--- config.mk ---
export PLATFORM = sky130hd
export DESIGN_NAME = fps_flash_ctrl
export DESIGN_NICKNAME = d
export VERILOG_FILES = /design/src/hdl/fps_pkg.sv /design/src/hdl/fps_flash_ctrl.sv
export VERILOG_INCLUDE_DIRS = /design/src /design/src/hdl
export SDC_FILE = /design/constraint.sdc
export NUM_CORES = 1
export LEC_CHECK = 0
export BUFFER_PORTS_ARGS = -buffer_cell sky130_fd_sc_hd__buf_4
export CAP_MARGIN = 30
export CORE_MARGIN = 2
export CORE_UTILIZATION = 60
export CTS_CLUSTER_DIAMETER = 200
export CTS_CLUSTER_SIZE = 28
export DETAILED_ROUTE_END_ITERATION = 6
export GPL_TIMING_DRIVEN = 0
export PLACE_DENSITY = 0.85
export SETUP_SLACK_MARGIN = 0.2
export SLEW_MARGIN = 10
export SYNTH_ARGS = -nofsm -noshare
export SYNTH_HDL_FRONTEND = slang
export SYNTH_SLANG_ARGS = --single-unit
--- constraint.sdc ---
create_clock -name pclk -period 4.9 [get_ports pclk]
set_input_delay 0.245 -clock pclk [delete_from_list [all_inputs] [get_ports pclk]]
set_output_delay 0.245 -clock pclk [all_outputs]
set_load 0.05 [all_outputs]
--- src/hdl/fps_defs.svh ---
`ifndef FPS_DEFS_SVH
`define FPS_DEFS_SVH

// Register byte addresses
`define FPS_ADDR_PROT 12'h000
`define FPS_ADDR_STAT 12'h004
`define FPS_ADDR_CMD 12'h008
`define FPS_ADDR_DIV 12'h00c
`define FPS_ADDR_TGT 12'h010
`define FPS_ADDR_OPT 12'h014
`define FPS_ADDR_DBG 12'h018
`define FPS_ADDR_CTL 12'h01c

// Status bit positions
`define FPS_ST_CBEF 7
`define FPS_ST_CCF 6
`define FPS_ST_PVIOL 5
`define FPS_ST_ACCERR 4
`define FPS_ST_BLANK 2

// Protection field
`define FPS_PROT_DIS 0

// Command codes
`define FPS_CMD_BLANK 8'h05
`define FPS_CMD_BYTE 8'h20
`define FPS_CMD_BURST 8'h25
`define FPS_CMD_PAGE 8'h40
`define FPS_CMD_MASS 8'h41

// Security code
`define FPS_SEC_UNSECURE 2'h2
`define FPS_SEC_RESET 2'h0

// Page size mask, 512 bytes
`define FPS_PAGE_MASK 16'hfe00
// Flash array spans 0x8000 to 0xffff
`define FPS_FLASH_BASE 16'h8000
`define FPS_ERASED 8'hff
`define FPS_STAT_RESET 8'hc0

`endif

--- src/hdl/fps_pkg.sv ---
package fps_pkg;
   typedef enum logic [2:0]
   {
      FPS_IDLE,
      FPS_BUSY
   } fps_state_type;

   typedef enum logic [2:0]
   {
      FPS_OP_BLANK,
      FPS_OP_BYTE,
      FPS_OP_BURST,
      FPS_OP_PAGE,
      FPS_OP_MASS,
      FPS_OP_BAD
   } fps_op_type;
endpackage

--- src/hdl/fps_flash_ctrl.sv ---
`timescale 1ns/1ps
// Notes on behaviour
// - One cycle after reset release load protection register from nonvolatile protection byte.
// - Protection readable; with disable 0 writes only lower the select.
// - With disable 1, software writes leave protection unchanged.
// - Debug writes change protection bits without restriction.
// - Bits 7:1 select boundary; protected region at flash top.
// - Erase or program inside protected region is refused.
// - Bit 0 disables protection: 0 protects, 1 protects nothing.
// - Buffer empty: write 1 launches; clears when burst is queued; burst transfer sets.
// - Only burst program may be queued, and only behind an active burst.
// - Complete sets when idle and empty; clears on launch; not writable.
// - Protect violation sets on protected target; command dropped; w1c.
// - Access error on bad sequence, no divider, or stop mid-command.
// - Access error cleared by writing 1; writing 0 does nothing.
// - Blank sets when blank check finds all 0xff; clears on launch.
// - Codes: blank check 0x05, page erase 0x40, mass erase 0x41.
// - Code 0x20 byte program, 0x25 burst program, bufferable.
// - Any other code is illegal and sets access error.
// - Successful blank check sets security code to unsecured.
`include "fps_defs.svh"

module fps_flash_ctrl
(
   // APB slave
   input wire logic pclk,
   input wire logic presetn,
   input wire logic psel,
   input wire logic penable,
   input wire logic pwrite,
   input wire logic [11:0] paddr,
   input wire logic [31:0] pwdata,
   output logic [31:0] prdata,
   output logic pready,
   output logic pslverr,
   // Nonvolatile protection byte and stop request
   input wire logic [7:0] nonvolatile_protect_byte,
   input wire logic stop_req,
   // Flash array side
   output logic arr_start,
   output fps_pkg::fps_op_type arr_op,
   output logic [15:0] arr_addr,
   output logic [7:0] arr_data,
   input wire logic arr_done,
   input wire logic arr_blank_ok,
   // Security state
   output logic [1:0] security_state_code
);
   import fps_pkg::*;

   fps_state_type state_r, state_nxt;
   logic load_r, load_nxt;
   logic [7:0] prot_r, prot_nxt;
   logic [7:0] stat_r, stat_nxt;
   logic [7:0] cmd_code_reg, cmd_nxt;
   logic [7:0] div_r, div_nxt;
   logic div_ld_r, div_ld_nxt;
   logic [15:0] tgt_r, tgt_nxt;
   logic [7:0] dat_r, dat_nxt;
   logic pend_r, pend_nxt;
   fps_op_type pend_op_r, pend_op_nxt;
   logic [15:0] pend_a_r, pend_a_nxt;
   logic [7:0] pend_d_r, pend_d_nxt;
   logic start_r, start_nxt;
   fps_op_type op_r, op_nxt;
   logic [15:0] a_r, a_nxt;
   logic [7:0] d_r, d_nxt;
   logic [1:0] sec_r, sec_nxt;
   logic [31:0] rd_r, rd_nxt;
   logic rdy_r, rdy_nxt;
   logic err_r, err_nxt;
   logic stop_s1_r, stop_s2_r;

   logic wr, rd, hit;
   logic [15:0] bound;
   logic prot_hit;
   fps_op_type dec;

   assign wr = psel && penable && pwrite && !rdy_r;
   assign rd = psel && penable && !pwrite && !rdy_r;

   // Protected region: addresses above boundary select, top of flash
   assign bound = {1'b1, prot_r[7:1], 8'hff};
   assign prot_hit = !prot_r[`FPS_PROT_DIS] && (tgt_r > bound);

   always_comb
   begin
      unique case (cmd_code_reg)
         `FPS_CMD_BLANK: dec = FPS_OP_BLANK;
         `FPS_CMD_BYTE: dec = FPS_OP_BYTE;
         `FPS_CMD_BURST: dec = FPS_OP_BURST;
         `FPS_CMD_PAGE: dec = FPS_OP_PAGE;
         `FPS_CMD_MASS: dec = FPS_OP_MASS;
         default: dec = FPS_OP_BAD;
      endcase
   end

   // Stop request is asynchronous to pclk
   always_ff @(posedge pclk or negedge presetn)
   begin
      if (!presetn)
      begin
         stop_s1_r <= 1'b0;
         stop_s2_r <= 1'b0;
      end
      else
      begin
         stop_s1_r <= stop_req;
         stop_s2_r <= stop_s1_r;
      end
   end

   always_comb
   begin
      logic launch;
      logic reject;
      logic mass_or_blank;
      launch = 1'b0;
      reject = 1'b0;
      mass_or_blank = 1'b0;
      state_nxt = state_r;
      load_nxt = 1'b0;
      prot_nxt = prot_r;
      stat_nxt = stat_r;
      cmd_nxt = cmd_code_reg;
      div_nxt = div_r;
      div_ld_nxt = div_ld_r;
      tgt_nxt = tgt_r;
      dat_nxt = dat_r;
      pend_nxt = pend_r;
      pend_op_nxt = pend_op_r;
      pend_a_nxt = pend_a_r;
      pend_d_nxt = pend_d_r;
      start_nxt = 1'b0;
      op_nxt = op_r;
      a_nxt = a_r;
      d_nxt = d_r;
      sec_nxt = sec_r;
      rd_nxt = rd_r;
      rdy_nxt = 1'b0;
      err_nxt = 1'b0;
      hit = 1'b1;

      // Capture strap one cycle after reset release
      if (load_r)
         prot_nxt = nonvolatile_protect_byte;

      if (psel && penable && !rdy_r)
      begin
         rdy_nxt = 1'b1;
         unique case (paddr)
            `FPS_ADDR_PROT, `FPS_ADDR_STAT, `FPS_ADDR_CMD, `FPS_ADDR_DIV,
            `FPS_ADDR_TGT, `FPS_ADDR_OPT, `FPS_ADDR_DBG, `FPS_ADDR_CTL:
               hit = 1'b1;
            default: hit = 1'b0;
         endcase
         err_nxt = !hit;
      end

      if (rd)
      begin
         unique case (paddr)
            `FPS_ADDR_PROT: rd_nxt = {24'h0, prot_r};
            `FPS_ADDR_STAT: rd_nxt = {24'h0, stat_r};
            `FPS_ADDR_CMD: rd_nxt = {24'h0, cmd_code_reg};
            `FPS_ADDR_DIV: rd_nxt = {24'h0, div_ld_r, div_r[6:0]};
            `FPS_ADDR_TGT: rd_nxt = {16'h0, tgt_r};
            `FPS_ADDR_OPT: rd_nxt = {30'h0, sec_r};
            `FPS_ADDR_CTL: rd_nxt = {24'h0, dat_r};
            default: rd_nxt = 32'h0;
         endcase
      end

      if (wr)
      begin
         unique case (paddr)
            `FPS_ADDR_PROT:
               // Smaller select only; disable bit is left unchanged
               if (!prot_r[`FPS_PROT_DIS] && !load_r)
               begin
                  if (pwdata[7:1] < prot_r[7:1])
                     prot_nxt[7:1] = pwdata[7:1];
               end
            `FPS_ADDR_DBG: prot_nxt = pwdata[7:0];
            `FPS_ADDR_CMD: cmd_nxt = pwdata[7:0];
            `FPS_ADDR_DIV:
            begin
               div_nxt = pwdata[7:0];
               div_ld_nxt = 1'b1;
            end
            `FPS_ADDR_TGT: tgt_nxt = pwdata[15:0];
            `FPS_ADDR_CTL: dat_nxt = pwdata[7:0];
            `FPS_ADDR_STAT:
            begin
               if (pwdata[`FPS_ST_PVIOL])
                  stat_nxt[`FPS_ST_PVIOL] = 1'b0;
               if (pwdata[`FPS_ST_ACCERR])
                  stat_nxt[`FPS_ST_ACCERR] = 1'b0;
               if (pwdata[`FPS_ST_CBEF] && stat_r[`FPS_ST_CBEF])
                  launch = 1'b1;
            end
            default: ;
         endcase
      end

      if (launch)
      begin
         mass_or_blank = (dec == FPS_OP_MASS) || (dec == FPS_OP_BLANK);
         if (dec == FPS_OP_BAD)
            reject = 1'b1;
         else if (dec != FPS_OP_BLANK && !div_ld_r)
            reject = 1'b1;
         else if (state_r == FPS_BUSY
                  && !(dec == FPS_OP_BURST && op_r == FPS_OP_BURST))
            reject = 1'b1;
         else if (state_r == FPS_BUSY && pend_r)
            reject = 1'b1;
         if (reject)
            stat_nxt[`FPS_ST_ACCERR] = 1'b1;
         else if (prot_hit && dec != FPS_OP_BLANK
                  || mass_or_blank && dec == FPS_OP_MASS
                     && !prot_r[`FPS_PROT_DIS])
            stat_nxt[`FPS_ST_PVIOL] = 1'b1;
         else
         begin
            stat_nxt[`FPS_ST_BLANK] = 1'b0;
            stat_nxt[`FPS_ST_CCF] = 1'b0;
            if (state_r == FPS_BUSY)
            begin
               // Queued burst; buffer now full
               pend_nxt = 1'b1;
               pend_op_nxt = dec;
               pend_a_nxt = tgt_r;
               pend_d_nxt = dat_r;
               stat_nxt[`FPS_ST_CBEF] = 1'b0;
            end
            else
            begin
               state_nxt = FPS_BUSY;
               start_nxt = 1'b1;
               op_nxt = dec;
               a_nxt = (dec == FPS_OP_PAGE) ? (tgt_r & `FPS_PAGE_MASK)
                       : (dec == FPS_OP_BYTE || dec == FPS_OP_BURST)
                       ? tgt_r : `FPS_FLASH_BASE;
               d_nxt = dat_r;
               // Command goes straight to array, buffer frees again
               stat_nxt[`FPS_ST_CBEF] = 1'b1;
            end
         end
      end

      if (state_r == FPS_BUSY && stop_s2_r)
      begin
         // Stop aborts; buffered burst is lost too
         stat_nxt[`FPS_ST_ACCERR] = 1'b1;
         state_nxt = FPS_IDLE;
         pend_nxt = 1'b0;
         stat_nxt[`FPS_ST_CBEF] = 1'b1;
         stat_nxt[`FPS_ST_CCF] = 1'b1;
      end
      else if (state_r == FPS_BUSY && arr_done && !start_r)
      begin
         if (op_r == FPS_OP_BLANK && arr_blank_ok)
         begin
            stat_nxt[`FPS_ST_BLANK] = 1'b1;
            sec_nxt = `FPS_SEC_UNSECURE;
         end
         if (pend_r)
         begin
            // Transfer buffered burst to array
            pend_nxt = 1'b0;
            start_nxt = 1'b1;
            op_nxt = pend_op_r;
            a_nxt = pend_a_r;
            d_nxt = pend_d_r;
            stat_nxt[`FPS_ST_CBEF] = 1'b1;
         end
         else
         begin
            state_nxt = FPS_IDLE;
            if (stat_nxt[`FPS_ST_CBEF])
               stat_nxt[`FPS_ST_CCF] = 1'b1;
         end
      end
   end

   always_ff @(posedge pclk or negedge presetn)
   begin
      if (!presetn)
      begin
         state_r <= FPS_IDLE;
         load_r <= 1'b1;
         prot_r <= 8'h01;
         stat_r <= `FPS_STAT_RESET;
         cmd_code_reg <= 8'h00;
         div_r <= 8'h00;
         div_ld_r <= 1'b0;
         tgt_r <= 16'h0000;
         dat_r <= 8'h00;
         pend_r <= 1'b0;
         pend_op_r <= FPS_OP_BYTE;
         pend_a_r <= 16'h0000;
         pend_d_r <= 8'h00;
         start_r <= 1'b0;
         op_r <= FPS_OP_BYTE;
         a_r <= 16'h0000;
         d_r <= 8'h00;
         sec_r <= `FPS_SEC_RESET;
         rd_r <= 32'h0;
         rdy_r <= 1'b0;
         err_r <= 1'b0;
      end
      else
      begin
         state_r <= state_nxt;
         load_r <= load_nxt;
         prot_r <= prot_nxt;
         stat_r <= stat_nxt;
         cmd_code_reg <= cmd_nxt;
         div_r <= div_nxt;
         div_ld_r <= div_ld_nxt;
         tgt_r <= tgt_nxt;
         dat_r <= dat_nxt;
         pend_r <= pend_nxt;
         pend_op_r <= pend_op_nxt;
         pend_a_r <= pend_a_nxt;
         pend_d_r <= pend_d_nxt;
         start_r <= start_nxt;
         op_r <= op_nxt;
         a_r <= a_nxt;
         d_r <= d_nxt;
         sec_r <= sec_nxt;
         rd_r <= rd_nxt;
         rdy_r <= rdy_nxt;
         err_r <= err_nxt;
      end
   end

   assign prdata = rd_r;
   assign pready = rdy_r;
   assign pslverr = err_r;
   assign arr_start = start_r;
   assign arr_op = op_r;
   assign arr_addr = a_r;
   assign arr_data = d_r;
   assign security_state_code = sec_r;
endmodule

# Yosys cells after proc, flatten, opt, wreduce, memory -nomap -nowiden
# Memories as Yosys holds them, arrays and structs flattened.
# Index checks and enable logic that the tools add are counted.
dict set report totals {
  ff_bits 150
  rom_bits 32
  input_bits 60
  out_inout_bits 64
  wordCells 175
  n_memories 1
}
dict set report op_classes {
  n_lt_le_gt_ge 2
  n_eq_ne 19
  mux 85
  n_bitwise 3
  reduce_logical 42
}
# memory words width read_ports rd_ports_with_merged_regs write_ports line
set memory_table {}
lappend memory_table {{(no name shown)} 32 1 1 0 0 fps_flash_ctrl.sv:151} ;# unique case (paddr)
# operator count
set ops {}
lappend ops {{$mux W16} 9}
lappend ops {{$pmux W16 S7} 1}
lappend ops {{$mux W8} 9}
lappend ops {{$eq A12 B5 Y1 const B} 4}
lappend ops {{$mux W3} 15}
lappend ops {{$mux W1} 41}
lappend ops {{$eq A12 B4 Y1 const B} 2}
lappend ops {{$logic_and A1 B1 Y1} 20}
lappend ops {{$eq A8 B6 Y1 const B} 2}
lappend ops {{$eq A8 B7 Y1 const B} 2}
lappend ops {{$gt A16 B16 Y1} 1}
lappend ops {{$pmux W3 S5} 1}
lappend ops {{$mux W7} 2}
lappend ops {{$pmux W7 S2} 1}
lappend ops {{$eq A12 B3 Y1 const B} 1}
lappend ops {{$logic_not A12 Y1} 1}
lappend ops {{$mux W2} 5}
lappend ops {{$eq A3 B2 Y1 const B} 3}
lappend ops {{$eq A8 B3 Y1 const B} 1}
lappend ops {{$logic_not A1 Y1} 8}
lappend ops {{$reduce_and A2 Y1} 4}
lappend ops {{$logic_not A7 Y1} 1}
lappend ops {{$lt A7 B7 Y1} 1}
lappend ops {{$eq A3 B1 Y1 const B} 2}
lappend ops {{8 further kinds} 14}

# Logic depth before layout (Yosys ltp)
# Gate-level depths: netlist of the first run.
dict set report depth {
  ltp_word 16
  mapped_depth 11
  depth_no_buf 9
}

# Worst setup path before layout of the first run
# Ideal clock, no wire load.
dict set report synth_path {
  kind {register -> register}
  from {reg tgt_r[13]}
  to {reg pend_a_r[13]}
  arrival_time_ns 2.495
  t_required_ns 4.775
  setup_slack_ns 2.280
  path_stages_with_launch 10
  synth_period_minus_slack_ns 2.620
  path_cell_list {dfrtp_1 -> ha_1 -> nand4_1 -> or4_1 -> o211ai_1 -> a211o_1 -> and4_1 -> buf_2 -> buf_2 -> mux2_2}
}
dict set report synth_via {
  elab_chain_len 6
}
# item line
set synth_lines {}
lappend synth_lines {{start, declared} fps_flash_ctrl.sv:58} ;# logic [15:0] tgt_r, tgt_nxt;
lappend synth_lines {{start signal, assigned} fps_flash_ctrl.sv:322} ;# tgt_r <= tgt_nxt;
lappend synth_lines {{$gt A16 B16 Y1} fps_flash_ctrl.sv:84} ;# assign prot_hit = !prot_r[`FPS_PROT_DIS] && (tgt_r > bound);
lappend synth_lines {{$logic_and A1 B1 Y1} fps_flash_ctrl.sv:84}
lappend synth_lines {{$logic_and A1 B1 Y1} fps_flash_ctrl.sv:220} ;# else if (prot_hit && dec != FPS_OP_BLANK
lappend synth_lines {{$logic_or A1 B1 Y1} fps_flash_ctrl.sv:220}
lappend synth_lines {{$not A1 Y1 (no line)} -}
lappend synth_lines {{$reduce_and A4 Y1 (no line)} -}
lappend synth_lines {{end signal, assigned} fps_flash_ctrl.sv:326} ;# pend_a_r <= pend_a_nxt;
lappend synth_lines {{end, declared} fps_flash_ctrl.sv:62} ;# logic [15:0] pend_a_r, pend_a_nxt;
# Parallel ways exist; a longest one is shown, timed or not.
# A chain may end at the register's enable or synchronous reset.

# Final worst setup path of the first run
dict set report layout_path {
  from {reg tgt_r[14]}
  to {reg pend_a_r[14]}
}
# Same word-level chain as after synthesis.

==> impl_metrics.toml, run 1 <==
[placed_design]
dp_hpwl_um = 11600
place_congestion = 0.900
io_buffers = 90

[detailed_routing]
num_vias = 5016
final_antenna_net_count = 0
viasPerCell = 5.91
routed_wl_um = 16400
drc_errors = 0
first_pass_iters = 5
wire_per_inst_um = 19.3
drt_iter0_drc = 359

[run]
maxCapViolCount = 0

[global_route]
grt_pass1_vias = 5041
grt_max_degree = 70
antenna_found_initial = 0
grt_pass1_wl_um = 26200
overflow = 0
gr-usage-all-layers_pct = 29.9

[clocking]
cts_buffers = 17
cts-root-buf = "clkbuf_8"
cts_hold_buf = 15
numClockSinks = 134
htree_num_levels = 4
max-clock-path-buffers = 2
cts_resized = 0
worstSkewPairLatency_ns = 0.54
cts_tree = "built"
clk_pin_slew_ns = 0.06
post_cts_buffers = 0

[logic_synthesis]
yosysSeqAreaShare_pct = 51.4
ys_types = 67
synth_area_leaders = "dfrtp_1 (49%), mux2_2 (10%), mux2i_1 (4.4%)"
syn_inst = 553
ys_ff_latch = 134
ys_dominant_reg_cell = "dfrtp_1"
yosys.area.top_type = "dfrtp_1"
netlist_top_cells_count = "dfrtp_1 (128), mux2_2 (60), nand2_1 (51), o21ai_0 (42), mux2i_1 (29)"
yosys_warnings = 0
syn_area_mm2 = 0.00654
async_flop_share_pct = 100
yosysMostFrequentCell = "dfrtp_1"
synth_top_area_share_pct = 49.0
syn_avg_cell_area_um2 = 11.8
synth-edff-count = 0

[timing]
max_slew_margin_pct = 45.7
tightest_slew_ns = 0.814
slew_violations = 0
worst_hold_slack_ns = 0.0280
fmax_mhz = 324
fin_crit_ns = 3.09
period_share_pct = 63.0
skew_ns = 0.00856
final-hold-violation-count = 0
grt_setup_unrepaired = "no"
tns_ns = 0
setup_viol = 0

[critical_path]
crit_path_cell_trace = "ha_1 -> nand4_1 -> or4_1 -> o211ai_1 -> a211o_1 -> and4_1 -> buf_2 -> buf_2 -> mux2_2"
crit_start = "tgt_r[14]$_DFFE_PN0P_"
worst-setup-path-type = "reg -> reg"
critPathMaxStageDelay_ns = 0.55
cp.arrival_ns = 3.51
rr_endpoint = "pend_a_r[14]$_DFFE_PN0P_"
cp-end-kind = "flip-flop"
crit_fanout = 10
crit_required_ns = 5.32
cpMostUsedCell = "buf_2"
r2r_slack_ns = 1.81
cp-start-kind = "flip-flop"
slowest_stage = "or4_1"
reg2reg_from = "tgt_r[14]$_DFFE_PN0P_"
r2r_cells = 9

[floorplanning]
io_pins = 124
initial_core_util_pct = 60.8
dieArea_mm2 = 0.0117
rows = 38
core_area_mm2 = 0.0107
die_x_um = 108
fp.dieH_um = 108

[layout]
drive_gt1_share_pct = 35.3
antenna_cells = 0
layout.nets = 769
area_growth_pct = 26.2

[worst_hold_path]
holdPathStages = 2
holdPathEnd = "prot_r[4]$_DFF_PN0_"
hp-class = "in -> reg"
holdCritStartpoint = "pwdata[4]"

[power_and_ir_drop]
pwr-share-clk_pct = 50.4
p_sw_uw = 593
ir_drop_uv = 250
comb_power_share_pct = 6.6
power_frac_seq_pct = 43.0
p_int_uw = 2020
powerDensity_mw_per_mm2 = 317
power.leakage_uw = 0.00406
switching_share_pct = 22.7

[outcome]
outcome = "complete, no violations"
-- cells by family (layout without fill, tap and decap cells) --
kind of cell / count (synthesis) / after routing / synth area share [%]
AND/OR/NAND/NOR: 145 / 145 / 12.7
multiplexers: 99 / 99 / 16.9
buffers and inverters: 55 / 194 / 4.94
other: 1 / 18 / 0.0574
AO/OA/AOI/OAI: 105 / 105 / 11.3
XOR/XNOR: 1 / 1 / 0.134
adder cells (fa/ha/maj): 13 / 13 / 2.49
flip-flops: 134 / 134 / 51.4
-- how the worst max path moves through the flow --
stage / endpoint / slack [ns]
after floorplan: pend_a_r[13]$_DFFE_PN0P_ / 2.28
final: pend_a_r[14]$_DFFE_PN0P_ / 1.81
after CTS: stat_r[6]$_DFF_PN1_ / 1.78
after detailed placement: tgt_r[14]$_DFFE_PN0P_ / 1.75
after global routing: arr_addr[7]$_DFF_PN0_ / 1.61
after global placement: pend_a_r[14]$_DFFE_PN0P_ / 1.82
-- power groups by stage --
stage | clock network [uW] | logic (uW) | registers [uW]
after CTS | 1330 | 173 | 1120
final | 1320 | 174 | 1120
after global routing | 1380 | 189 | 1120
after detailed placement | 0 | 163 | 1140
after global placement | 0 | 155 | 1140
after floorplan | 0 | 84.6 | 1140
-- metal layers --
layer | routed length (um) | GRT usage (%) | share of wire, % | vias up
met4 | 426 | 12.6 | 2.6 | 0
met1 | 6800 | 38.9 | 41 | 2533
met3 | 952 | 6.99 | 5.8 | 37
met5 | 0 | 0 | 0 | -
met2 | 8240 | 48.4 | 50 | 195
li1 | - | - | - | 2251
-- layout by cell type, fill, tap and decap left out, types with 14 or more instances in the layout --
cell type,synthesis,final
dfrtp_1,128,128
buf_4,18,107
mux2_2,60,60
nand2_1,51,51
o21ai_0,42,42
mux2i_1,29,29
nor2_1,23,23
conb_1,1,18
a21oi_1,17,17
clkbuf_16,0,16
dlygate4sd3_1,0,15
inv_1,14,14
-- per-stage QoR --
stage	util, %	setup slack, ns	power (uW)	instances	instance area (um^2)
4_1_cts	76.7	1.78	2630	848	8240
3_3_place_gp	69.3	1.82	1300	800	7450
2_1_floorplan	-	2.28	1230	570	6600
5_1_grt	76.8	1.61	2690	849	8250
3_5_place_dp	69.6	1.75	1310	801	7480
6_report	76.8	1.81	2610	849	8250
-- layout make-up --
type                            count  area [um^2]
Buffer                             41          270
Clock buffer                       19          432
Clock inverter                     13          180
Fill cell                         692         2500
Inverter                           14         52.6
Multi-Input combinational cell    381         2920
Sequential cell                   134         3360
Tap cell                          140          175
Timing Repair Buffer              107          862
-- critical path: cells and delay by family (launching register included) --
family | cells | cell delay (ns)
AOI/OAI and AO/OA | 2 | 0.36
adders and majority gates | 1 | 0.33
buffers and inverters | 2 | 0.58
DFF | 1 | 0.47
muxes | 1 | 0.37
and+or+nand+nor | 3 | 0.86
Note: power is estimated with default switching activity, not from simulation.
==> run 2, diff against run 1 <==
Settings changed: CORE_UTILIZATION 60 to 56, PLACE_DENSITY 0.85 to 0.81.
Clock period 4.9 ns to 3.2 ns, I/O delays scaled along.
==> run 2 against run 1 <==
Clock skew up 0.0017 ns. Flip-flop and latch count unchanged. Highest routed layer unchanged. Utilization down 5.1 points. Clock power up 42%. Critical endpoint unchanged. Final cell count down 0.35%. Largest power group unchanged. First-iteration DRC count down 24%. Sequential share of layout area up 0.33 points. Setup slack worse by 1.5 ns. Via count down 2.5%. Power up 47%. Largest cell class unchanged. Combinational power up 49%.
==> impl_metrics.toml, run 2 (synthesized netlist as in run 1, its figures left out) <==
[outcome]
outcome = "complete, no violations"

[layout]
layout.nets = 763
layout_common_cells = "dfrtp_1 (127), buf_4 (108), mux2_2 (60), nand2_1 (51), o21ai_0 (42)"
drive_gt1_share_pct = 36.1
area_growth_pct = 25.2
final_common_cell = "dfrtp_1"
antenna_cells = 0
final_cells = 846
fill_cells = 809

[timing]
tightest_slew_ns = 0.792
fmax_mhz = 350
final-hold-violation-count = 0
skew_ns = 0.0102
worst_hold_slack_ns = 0.0252
period_share_pct = 89.3
fin_crit_ns = 2.86
grt_setup_unrepaired = "no"
tns_ns = 0
max_slew_margin_pct = 46.9
setup_viol = 0
finalWorstSetupSlack_ns = 0.343
slew_violations = 0

[power_and_ir_drop]
power_frac_seq_pct = 44.6
switching_share_pct = 25.0
powerDensity_mw_per_mm2 = 471
p_sw_uw = 962
ir_drop_uv = 362
p_int_uw = 2890
comb_power_share_pct = 6.7
power.leakage_uw = 0.00401
pwr-share-clk_pct = 48.7

[floorplanning]
io_pins = 124
die_x_um = 112
rows = 39
initial_core_util_pct = 57.2
fp.dieH_um = 112
dieArea_mm2 = 0.0126
core_area_mm2 = 0.0114

[global_route]
grt_pass1_vias = 4933
antenna_found_initial = 0
gr-usage-all-layers_pct = 26.8
grt_pass1_wl_um = 25900
grt_max_degree = 74
overflow = 0

[critical_path]
worst-setup-path-type = "reg -> reg"
crit_fanout = 10
cp.arrival_ns = 3.17
critPathMaxStageDelay_ns = 0.55
cp-start-kind = "flip-flop"
crit_required_ns = 3.51
crit_family = "simple AND/OR/NAND/NOR gates"
cp-end-kind = "flip-flop"
crit_path_cell_trace = "ha_1 -> nand4_1 -> or4_1 -> o211ai_1 -> a211o_1 -> and4_1 -> buf_6 -> buf_4 -> mux2_2"
r2r_cells = 9
critPathBufInv = 2
slowest_stage = "or4_1"
crit_cells = 9

[clocking]
cts-root-buf = "clkbuf_16"
numClockSinks = 134
post_cts_buffers = 0
cts_buffers = 17
worstSkewPairLatency_ns = 0.43
max-clock-path-buffers = 2
htree_num_levels = 4
cts_tree = "built"
clk_pin_slew_ns = 0.06

[placed_design]
post-place-ws_ns = 0.0873
placed_cells = 804
place_congestion = 0.875
io_buffers = 90
dp_hpwl_um = 11500

[detailed_routing]
final_antenna_net_count = 0
viasPerCell = 5.78
num_vias = 4892
first_pass_iters = 4
drt_iter0_drc = 272
routed_wl_um = 16000
drc_errors = 0
wire_per_inst_um = 18.9

[worst_hold_path]
hp-class = "in -> reg"
holdPathStages = 2

[run]
maxCapViolCount = 0
## run 2: cell count changes in the layout (fill, tap and decap cells not counted), sizes merged
| cell | change |
|---|---|
| buf | -1 |
| bufinv | -3 |
| clkbuf | -2 |
| clkinv | -3 |
| clkinvlp | +2 |
| dlygate4sd3 | -5 |
| inv | +6 |
## run 2: area by class of cell
type                            count  area [um^2]  area share, %
Timing Repair Buffer              101          807           9.86
Buffer                             41          280           3.42
Inverter                           14         52.6          0.642
Clock inverter                     15          145           1.77
Clock buffer                       17          425           5.20
Tap cell                          143          179           2.19
Sequential cell                   134         3360           41.1
Multi-Input combinational cell    381         2940           35.9
## run 2: final timing paths
| kind | slack, ns | endpoint | from |
|---|---|---|---|
| setup / recovery | 0.34 | pend_a_r[14]$_DFFE_PN0P_ | tgt_r[14]$_DFFE_PN0P_ |
| hold / removal | 0.03 | cmd_code_reg[0]$_DFFE_PN0P_ | pwdata[0] |
| setup reg to reg | 0.34 | pend_a_r[14]$_DFFE_PN0P_ | tgt_r[14]$_DFFE_PN0P_ |
| hold reg to reg | 0.36 | stop_s2_r$_DFF_PN0_ | stop_s1_r$_DFF_PN0_ |
| max in group asynchronous | 2.13 | pend_op_r[0]$_DFFE_PN1P_ | presetn |
| min in group asynchronous | 0.28 | tgt_r[2]$_DFFE_PN0P_ | presetn |
## run 2: repair_timing
action                     CTS  global route
setup endpoints to repair   10            13
hold endpoints to repair    70             0
gates resized for setup      2             7
cloned                       0             0
pin swaps                    0             0
hold buffers                10             0
## run 2: through the flow
step	power, uW	area [um^2]	utilization (%)
2_1_floorplan	1880	6600	-
3_3_place_gp	1990	7450	65.3
3_5_place_dp	2000	7490	65.6
4_1_cts	3880	8170	71.5
5_1_grt	3980	8190	71.7
6_report	3850	8190	71.7
## run 2: power groups by stage
stage	Clock [uW]	Combinational [uW]	Sequential (uW)
after floorplan	0	130	1750
after CTS	1900	259	1720
after global routing	1980	284	1720
after global placement	0	238	1750
after detailed placement	0	249	1750
final	1880	259	1720
## run 2: metal layers
metal / wire length, um / GRT usage (%) / share of wire (%) / vias up
met3: 792 / 4.81 / 5.0 / 29
li1: - / - / - / 2245
met1: 6850 / 35.3 / 43 / 2453
met4: 369 / 9.92 / 2.3 / 0
met5: 0 / 0 / 0 / -
met2: 7950 / 45.1 / 50 / 165
